`config.mk`:
```
export PLATFORM = sky130hd
export DESIGN_NAME = poc_payload_count
export DESIGN_NICKNAME = d
export VERILOG_FILES = /design/src/logic/poc_pkg.sv /design/src/logic/poc_payload_count.sv
export VERILOG_INCLUDE_DIRS = /design/src /design/src/logic
export SDC_FILE = /design/constraint.sdc
export NUM_CORES = 1
export LEC_CHECK = 0
export BUFFER_PORTS_ARGS = -buffer_cell sky130_fd_sc_hd__buf_2
export CORE_ASPECT_RATIO = 0.6
export CORE_MARGIN = 8
export CORE_UTILIZATION = 45
export DETAILED_ROUTE_END_ITERATION = 8
export PLACE_DENSITY = 0.72
export SYNTH_ARGS = -nofsm -noshare
export SYNTH_HDL_FRONTEND = slang
export SYNTH_SLANG_ARGS = --single-unit
```
`constraint.sdc`:
```
create_clock -name sys_clk -period 4.73 [get_ports sys_clk]
set_input_delay 0.946 -clock sys_clk [delete_from_list [all_inputs] [get_ports sys_clk]]
set_output_delay 0.946 -clock sys_clk [all_outputs]
set_load 0.01 [all_outputs]
```
`src/logic/poc_consts.svh`:
```
// Widths and reset values for the payload byte counting block.
// Assumes inclusion by bare name from the package and the design file.
`ifndef POC_CONSTS_SVH
`define POC_CONSTS_SVH

// -----------------------------------------------------------------
// Field widths and direction count
// -----------------------------------------------------------------
`define POC_COUNT_W      16
`define POC_TOTAL_W      64
`define POC_DIR_N        2

// -----------------------------------------------------------------
// Direction indices and reset values
// -----------------------------------------------------------------
`define POC_DIR_RX       0
`define POC_DIR_TX       1
`define POC_COUNT_RST    16'h0000
`define POC_TOTAL_RST    64'h0000_0000_0000_0000

`endif

```
`src/logic/poc_pkg.sv`:
```
// Types shared by the payload byte counting block.
// Assumes poc_consts.svh is on the include path.
`include "poc_consts.svh"

package poc_pkg;

    // -----------------------------------------------------------------
    // Data types
    // -----------------------------------------------------------------
    typedef logic [`POC_COUNT_W-1:0] poc_count_t;
    typedef logic [`POC_TOTAL_W-1:0] poc_total_t;

endpackage

```
`src/logic/poc_payload_count.sv`:
```
// Per-frame and cumulative good payload byte counters, receive and transmit.
// Assumes the MAC frame logic runs on sys_clk and gives one end-of-frame
// pulse per frame with its payload length and error flags in that cycle.
//
// Overview of operation
// Keep 64-bit good payload totals per direction
// Count only frames free of all four errors
// Output 16-bit per-frame payload count with strobe
// Strobe only for qualifying frames; else ignore count
// Per-frame outputs work without statistics module
// Each direction's outputs synchronous to its clock
// Other increment outputs pulse exactly one cycle
// Add per-frame count on strobe, wrapping total
`timescale 1ns/10ps
`include "poc_consts.svh"

module poc_payload_count (
    // Clock and reset
    input  wire logic              sys_clk,
    input  wire logic              rst_n,
    // Statistics module present and counting
    input  wire logic              stats_module_en,
    // Receive frame end report
    input  wire logic              rx_frame_end,
    input  wire poc_pkg::poc_count_t rx_frame_len,
    input  wire logic              rx_fcs_err,
    input  wire logic              rx_oversize_err,
    input  wire logic              rx_undersize_err,
    input  wire logic              rx_length_err,
    // Transmit frame end report
    input  wire logic              tx_frame_end,
    input  wire poc_pkg::poc_count_t tx_frame_len,
    input  wire logic              tx_fcs_err,
    input  wire logic              tx_oversize_err,
    input  wire logic              tx_undersize_err,
    input  wire logic              tx_length_err,
    // Receive results
    output logic                   rx_frame_payload_bytes_strobe,
    output poc_pkg::poc_count_t    rx_frame_payload_bytes,
    output logic                   rx_bad_frame_strobe,
    output poc_pkg::poc_total_t    rx_good_payload_byte_total,
    // Transmit results
    output logic                   tx_frame_payload_bytes_strobe,
    output poc_pkg::poc_count_t    tx_frame_payload_bytes,
    output logic                   tx_bad_frame_strobe,
    output poc_pkg::poc_total_t    tx_good_payload_byte_total
);
    import poc_pkg::*;

    // -----------------------------------------------------------------
    // Reset synchroniser
    // -----------------------------------------------------------------
    logic rst_meta_q;
    logic rst_sync_n;

    // Release is synchronous so no register sees a partial reset edge.
    // Assertion takes effect at once; only the release is retimed, two
    // edges late, so a frame end must wait until the third edge.
    always_ff @(posedge sys_clk or negedge rst_n) begin
        if (!rst_n) begin
            rst_meta_q <= 1'b0;
            rst_sync_n <= 1'b0;
        end else begin
            rst_meta_q <= 1'b1;
            rst_sync_n <= rst_meta_q;
        end
    end

    // -----------------------------------------------------------------
    // Direction arrays
    // -----------------------------------------------------------------
    logic       frame_end   [`POC_DIR_N];
    poc_count_t frame_len   [`POC_DIR_N];
    logic       frame_bad   [`POC_DIR_N];
    logic       strobe_q    [`POC_DIR_N];
    poc_count_t count_q     [`POC_DIR_N];
    logic       bad_q       [`POC_DIR_N];
    poc_total_t total_q     [`POC_DIR_N];

    // Gather the two directions so one loop serves both.
    // Both directions share sys_clk in this build, so no crossing is
    // needed; a split clock build would need one loop body per clock.
    assign frame_end[`POC_DIR_RX] = rx_frame_end;
    assign frame_end[`POC_DIR_TX] = tx_frame_end;
    assign frame_len[`POC_DIR_RX] = rx_frame_len;
    assign frame_len[`POC_DIR_TX] = tx_frame_len;
    assign frame_bad[`POC_DIR_RX] = rx_fcs_err | rx_oversize_err
                                  | rx_undersize_err | rx_length_err;
    assign frame_bad[`POC_DIR_TX] = tx_fcs_err | tx_oversize_err
                                  | tx_undersize_err | tx_length_err;

    // Results straight from flip-flops
    assign rx_frame_payload_bytes_strobe = strobe_q[`POC_DIR_RX];
    assign rx_frame_payload_bytes        = count_q[`POC_DIR_RX];
    assign rx_bad_frame_strobe           = bad_q[`POC_DIR_RX];
    assign rx_good_payload_byte_total    = total_q[`POC_DIR_RX];
    assign tx_frame_payload_bytes_strobe = strobe_q[`POC_DIR_TX];
    assign tx_frame_payload_bytes        = count_q[`POC_DIR_TX];
    assign tx_bad_frame_strobe           = bad_q[`POC_DIR_TX];
    assign tx_good_payload_byte_total    = total_q[`POC_DIR_TX];

    // -----------------------------------------------------------------
    // Per-direction counting
    // -----------------------------------------------------------------
    for (genvar d = 0; d < `POC_DIR_N; d++) begin : g_dir

        // Per-frame strobe, registered once per good frame end
        always_ff @(posedge sys_clk or negedge rst_sync_n) begin
            if (!rst_sync_n) begin
                strobe_q[d] <= 1'b0;
            end else begin
                strobe_q[d] <= frame_end[d] & ~frame_bad[d]; // see R4 see R5
            end
        end

        // Count is loaded only for good frames; it holds otherwise,
        // so a bad frame never disturbs the last reported value
        always_ff @(posedge sys_clk or negedge rst_sync_n) begin
            if (!rst_sync_n) begin
                count_q[d] <= `POC_COUNT_RST;
            end else if (frame_end[d] && !frame_bad[d]) begin
                count_q[d] <= frame_len[d];
            end
        end

        // Errored frame event, single cycle per frame end
        always_ff @(posedge sys_clk or negedge rst_sync_n) begin
            if (!rst_sync_n) begin
                bad_q[d] <= 1'b0;
            end else begin
                bad_q[d] <= frame_end[d] & frame_bad[d];
            end
        end

        // Running total; the add wraps naturally at 64 bits.
        // Gated by the statistics enable, unlike the per-frame outputs.
        always_ff @(posedge sys_clk or negedge rst_sync_n) begin
            if (!rst_sync_n) begin
                total_q[d] <= `POC_TOTAL_RST;
            end else if (strobe_q[d] && stats_module_en) begin
                total_q[d] <= total_q[d] + {{(`POC_TOTAL_W-`POC_COUNT_W){1'b0}},
                                            count_q[d]}; // see R1
            end
        end

        // -------------------------------------------------------------
        // Checks
        // -------------------------------------------------------------
        strobe_cause_a: assert property (
            @(posedge sys_clk) disable iff (!rst_sync_n)
            strobe_q[d] |-> $past(frame_end[d]) && !$past(frame_bad[d]))
            else $error("Per-frame strobe without a good frame end");

        bad_blocks_a: assert property (
            @(posedge sys_clk) disable iff (!rst_sync_n)
            frame_end[d] && frame_bad[d] |=> !strobe_q[d] && bad_q[d])
            else $error("Errored frame produced a per-frame strobe");

        count_value_a: assert property (
            @(posedge sys_clk) disable iff (!rst_sync_n)
            frame_end[d] && !frame_bad[d] |=>
                strobe_q[d] && count_q[d] == $past(frame_len[d]))
            else $error("Per-frame count differs from frame length");

        bad_pulse_a: assert property (
            @(posedge sys_clk) disable iff (!rst_sync_n)
            bad_q[d] && !(frame_end[d] && frame_bad[d]) |=> !bad_q[d])
            else $error("Errored frame event longer than one cycle");

        total_add_a: assert property (
            @(posedge sys_clk) disable iff (!rst_sync_n)
            strobe_q[d] && stats_module_en |=>
                total_q[d] == $past(total_q[d])
                    + {{(`POC_TOTAL_W-`POC_COUNT_W){1'b0}}, $past(count_q[d])})
            else $error("Total did not add the per-frame count");

        total_hold_a: assert property (
            @(posedge sys_clk) disable iff (!rst_sync_n)
            !(strobe_q[d] && stats_module_en) |=> $stable(total_q[d]))
            else $error("Total changed without a counted frame");

        stats_free_a: assert property (
            @(posedge sys_clk) disable iff (!rst_sync_n)
            frame_end[d] && !frame_bad[d] && !stats_module_en ##1 1'b1
                |-> strobe_q[d])
            else $error("Per-frame strobe lost with statistics disabled");

        count_sync_a: assert property (
            @(posedge sys_clk) disable iff (!rst_sync_n)
            !$past(frame_end[d]) |-> $stable(count_q[d]) && !strobe_q[d])
            else $error("Per-frame outputs moved without a frame end");

        // -------------------------------------------------------------
        // Exclusion, pulse and hold checks
        // -------------------------------------------------------------
        // A frame is either good or errored, never both at once
        strobe_excl_a: assert property (
            @(posedge sys_clk) disable iff (!rst_sync_n)
            !(strobe_q[d] && bad_q[d]))
            else $error("Good and errored strobes together");

        bad_keeps_a: assert property (
            @(posedge sys_clk) disable iff (!rst_sync_n)
            bad_q[d] |-> $stable(count_q[d]))
            else $error("Errored frame loaded the per-frame count");

        strobe_pulse_a: assert property (
            @(posedge sys_clk) disable iff (!rst_sync_n)
            strobe_q[d] && !(frame_end[d] && !frame_bad[d]) |=> !strobe_q[d])
            else $error("Per-frame strobe longer than one cycle");

        count_hold_a: assert property (
            @(posedge sys_clk) disable iff (!rst_sync_n)
            !(frame_end[d] && !frame_bad[d]) |=> $stable(count_q[d]))
            else $error("Per-frame count changed without a good frame");

        stats_gate_a: assert property (
            @(posedge sys_clk) disable iff (!rst_sync_n)
            !stats_module_en |=> $stable(total_q[d]))
            else $error("Total moved with statistics disabled");
    end

endmodule

```
* Yosys cells after proc, flatten, opt, wreduce, memory -nomap -nowiden
Index checks and enable logic that the tools add are counted.
Word-level totals: bits in registers 166, output and inout bits 164, word-level logic and storage cells 30
Operators by class: add/subtract/negate cells 2, reduce and logical (&&, ||, !) cells 6, bitwise gates (word level) 12
Operator list (number):
- 64-bit by 16-bit adder with 64-bit output | 2
- 1-bit bitwise OR | 6
- 1-bit AND | 4
- 1-bit logical AND | 4
- 1-bit zero test | 2
- 1-bit NOT | 2

* Depth between registers and ports, before layout
word-level depth 5, depth in mapped cells 10, mapped depth without buffers 9

* Worst setup path before layout
OpenSTA, ideal clock, no wires.
path kind register -> register, start register count_q, in the netlist tx_frame_payload_bytes[0], end register total_q, in the netlist tx_good_payload_byte_total[38], cell stages (with the launch flop) 11, buffers on the path 1, required time 4.592 ns, period minus slack after synthesis 2.842 ns, setup slack 1.888 ns, data arrival time 2.704 ns, library setup time 0.138 ns, cell sequence dfrtp_1 > ha_1 > fa_1 > a211oi_1 > o21bai_1 > a311oi_1 > o221ai_1 > a21oi_1 > buf_2 > nor4_1 > xor2_1
On the way: cells in the longest elaborated chain, start to end 1
Ends and longest elaborated chain:
- from (decl) | RTL line poc_payload_count.sv:76 | poc_count_t count_q [`POC_DIR_N];
- from (signal, indexed assignment) | RTL line poc_payload_count.sv:120 | count_q[d] <= `POC_COUNT_RST;
- from (signal, indexed assignment) | RTL line poc_payload_count.sv:122 | count_q[d] <= frame_len[d];
- 64-bit by 16-bit adder with 64-bit output | RTL line poc_payload_count.sv:141 | total_q[d] <= total_q[d] + {{(`POC_TOTAL_W-`POC_COUNT_W){1'b0}},
- to (signal, indexed assignment) | RTL line poc_payload_count.sv:139 | total_q[d] <= `POC_TOTAL_RST;
- to (signal, indexed assignment) | RTL line poc_payload_count.sv:141
- to (decl) | RTL line poc_payload_count.sv:78 | poc_total_t total_q [`POC_DIR_N];
No other way between the ends. A chain may end at the register's enable or synchronous reset.

* Final worst setup path
start register count_q, in the netlist tx_frame_payload_bytes[0], end register total_q, in the netlist tx_good_payload_byte_total[48]
The elaborated chain is that of the path after synthesis.

==> flow_summary.ini <==
[sta]
fin_crit_ns = 3.216
hold_viol = 0
slew_violations = 0
maxSlewHeadroom_pct = 26.72
fin_hold_ws_ns = 0.2958
fmax_ghz = 0.3110
rsz0062_at_grt = no
finalCritPeriodShare_pct = 67.99
setup_tns_ns = 0
setup_viol = 0
fin_skew_ns = 0.01478
worst_pin_slew_ns = 1.099

[routing]
route.vias.total = 7193
drt_first_pass_iters = 5
wire_per_inst_um = 18.76
vias_per_cell = 5.516
drt-initial-drc-count = 690
wl_um = 24470
postRouteAntennaNets = 0
drcViolationCount = 0

[final_layout]
area_growth_pct = 21.90
diodes = 0
nNetsFinal = 1124
n_fill_cell = 1684
stdcell_area_mm2 = 0.01055
drive_gt1_share_pct = 28.07

[placed_design]
routabilityCongestion = 0.9181
dp_hpwl_um = 18890
dpl_cell_area_mm2 = 0.009960
port-buffer-count = 208

[clocking]
root_buffer = clkbuf_16
cts_tree = yes
cts.sinks = 166
cts_buffers = 17
hold_buffers = 0
post_cts.repair.setup_buffers = 0
ctsResizeCount = 0
clk_path_buf_depth = 2
clk_pin_slew_ns = 0.07
clock_latency_ns = 0.43
cts_max_level = 4

[die]
io_pins = 209
fp-row-count = 39
die_w_um = 195.0
initial_core_util_pct = 45.71
core_mm2 = 0.01893
die_y_um = 123.4
die-area_mm2 = 0.02407

[pwr]
clkPwrFrac_pct = 32.5
switching_share_pct = 33.67
combPwrFrac_pct = 28.2
pwr_density_cell_mw_per_mm2 = 410.6
power_frac_seq_pct = 39.4
p_int_mw = 2.873
p_leak_nw = 5.340
power.switching_mw = 1.458
max-vdd-ir-drop_mv = 0.2717

[logic_synthesis]
syn_nets = 916
ys_seq_area_share_pct = 48.00
postSynth.asyncResetShare_pct = 100.0
synthFlopType = dfrtp_1
synth-edff-count = 0
syn-cell-area_mm2 = 0.008655
yosysWarningCount = 0
yosys.cell_types.count = 61
synth_cells = 837
syn_avg_cell_area_um2 = 10.34
synth-seq-cells = 166

[global_route]
grt_max_degree = 77
grt_pass1_wl_um = 39300
grt_usage_pct = 20.65
grt_pass1_vias = 6855
antenna_found_initial = 2
grt_overflow = 0

[worst_setup_path]
critPathArrivalTime_ns = 3.57
critPathLaunchType = flop
worstPathRequired_ns = 5.08
crit_chain = ha_1 > fa_1 > a211oi_1 > o21bai_1 > nor3b_1 > o311ai_1 > nor3_1 > nand4_1 > xnor2_1
cpPeakStageDelay_ns = 0.84
worst_setup_path_end_kind = flop
cp_max_fo = 5
crit_type = flop to flop
crit_slowest_cell = o311ai_1

[job]
drv_cap = 0

[run_status]
outcome = completed

[worst_hold_path]
hp-class = input pin to asynchronous set/reset pin
[cell families (layout without fill, tap and decap cells)]
logic type,count (synthesis),after routing,share of synthesized area [%]
flops,166,166,48.00
fa+ha+maj,34,34,5.089
other cells,1,1,0.04333
simple gates,322,322,19.49
xor+xnor,123,123,12.45
buf+inv,35,256,1.648
compound gates,121,121,8.732
mux,35,35,4.554
[flip-flops by register name (all words and copies together) (netlist names)]
register,cells
rx_good_payload_byte_total,64
tx_good_payload_byte_total,64
rx_frame_payload_bytes,16
tx_frame_payload_bytes,16
rst_meta_q,1
rst_sync_n,1
rx_bad_frame_strobe,1
rx_frame_payload_bytes_strobe,1
tx_bad_frame_strobe,1
tx_frame_payload_bytes_strobe,1
[metrics by stage]
stage,util [%],setup WS (ns),instances,total power [mW]
after detailed placement,52.60,1.524,1272,2.939
after global routing,55.72,1.241,1304,4.589
final,55.72,1.514,1304,4.332
after CTS,55.72,1.523,1304,4.361
after global placement,52.60,1.593,1272,2.921
after floorplan,-,1.888,837,2.539
[layout make-up]
cell class	count	area [um2]	area share, %
clock buffers	19	442.9	4.198
clock inverters	13	147.6	1.399
inverters	10	37.54	0.3558
multi-input cells	636	4358	41.31
flip-flops and latches	166	4158	39.41
well taps	246	307.8	2.917
repair buffers	214	1099	10.41
[placed cells by master (no fill, tap or decap), types with 3 or more instances in the layout]
master / count
buf_2: 208
dfrtp_1: 165
nand2_1: 93
xnor2_1: 75
xor2_1: 48
nand3_1: 44
nor2_1: 41
nand4_1: 41
o21ai_0: 39
a21oi_1: 35
mux2_2: 35
ha_1: 32
nor3_1: 22
and3_1: 21
clkbuf_16: 17
nor4_1: 12
a21o_1: 12
inv_1: 10
and2_1: 10
nor2b_1: 7
a211oi_1: 6
buf_4: 5
nand2b_1: 4
o21bai_1: 4
a211o_1: 3
o21a_1: 3
nor3b_1: 3
o21ba_2: 3
and4_1: 3
inv_6: 3
clkinvlp_4: 3
[power groups by stage]
stage,sequential (mW),clock (mW),combinational (mW)
finish,1.70,1.41,1.22
global route,1.73,1.50,1.37
CTS,1.71,1.44,1.22
detailed placement,1.73,0,1.21
global placement,1.72,0,1.20
floorplan,1.78,0,0.758
[Yosys cell counts (22+ instances only)]
master     n  area share (%)
a21oi_1   35             2.0
dfrtp_1  166              48
ha_1      32             4.6
mux2_2    35             4.6
nand2_1   93             4.0
nand3_1   44             2.5
nand4_1   41             3.0
nor2_1    41             1.8
nor3_1    22             1.3
o21ai_0   39             2.3
xnor2_1   75             7.6
xor2_1    48             4.9
[worst max-delay path: cells and delay by family, from the launching register on]
kind / cells / cell delay (ns)
AOI/OAI and AO/OA: 3 / 1.36
xor gates and xnor gates: 1 / 0.12
adders and majority gates: 2 / 0.66
DFF: 1 / 0.40
and+or+nand+nor: 3 / 0.59
[path summary, 6_finish.rpt]
check	from	slack (ns)	cells past startpoint	endpoint
setup / recovery	tx_frame_payload_bytes[0]	1.51	9	tx_good_payload_byte_total[48]
hold / removal	rst_n	0.30	1	rst_sync_n
setup reg to reg	tx_frame_payload_bytes[0]	1.51	9	tx_good_payload_byte_total[48]
hold reg to reg	rst_sync_n	0.34	0	tx_frame_payload_bytes[5]
max in group asynchronous	rst_sync_n	3.37	1	rx_good_payload_byte_total[61]
min in group sys_clk	rst_meta_q	0.35	0	rst_sync_n
[routing by layer]
metal / track usage [%] / share of wire, % / vias to the layer above
li1: - / - / 3410
met1: 31.29 / 50 / 3461
met2: 27.49 / 40 / 288
met3: 6.741 / 8.7 / 30
met4: 5.328 / 1.5 / 4
met5: 0 / 0.069 / -
(Power assumes the default switching activity.)
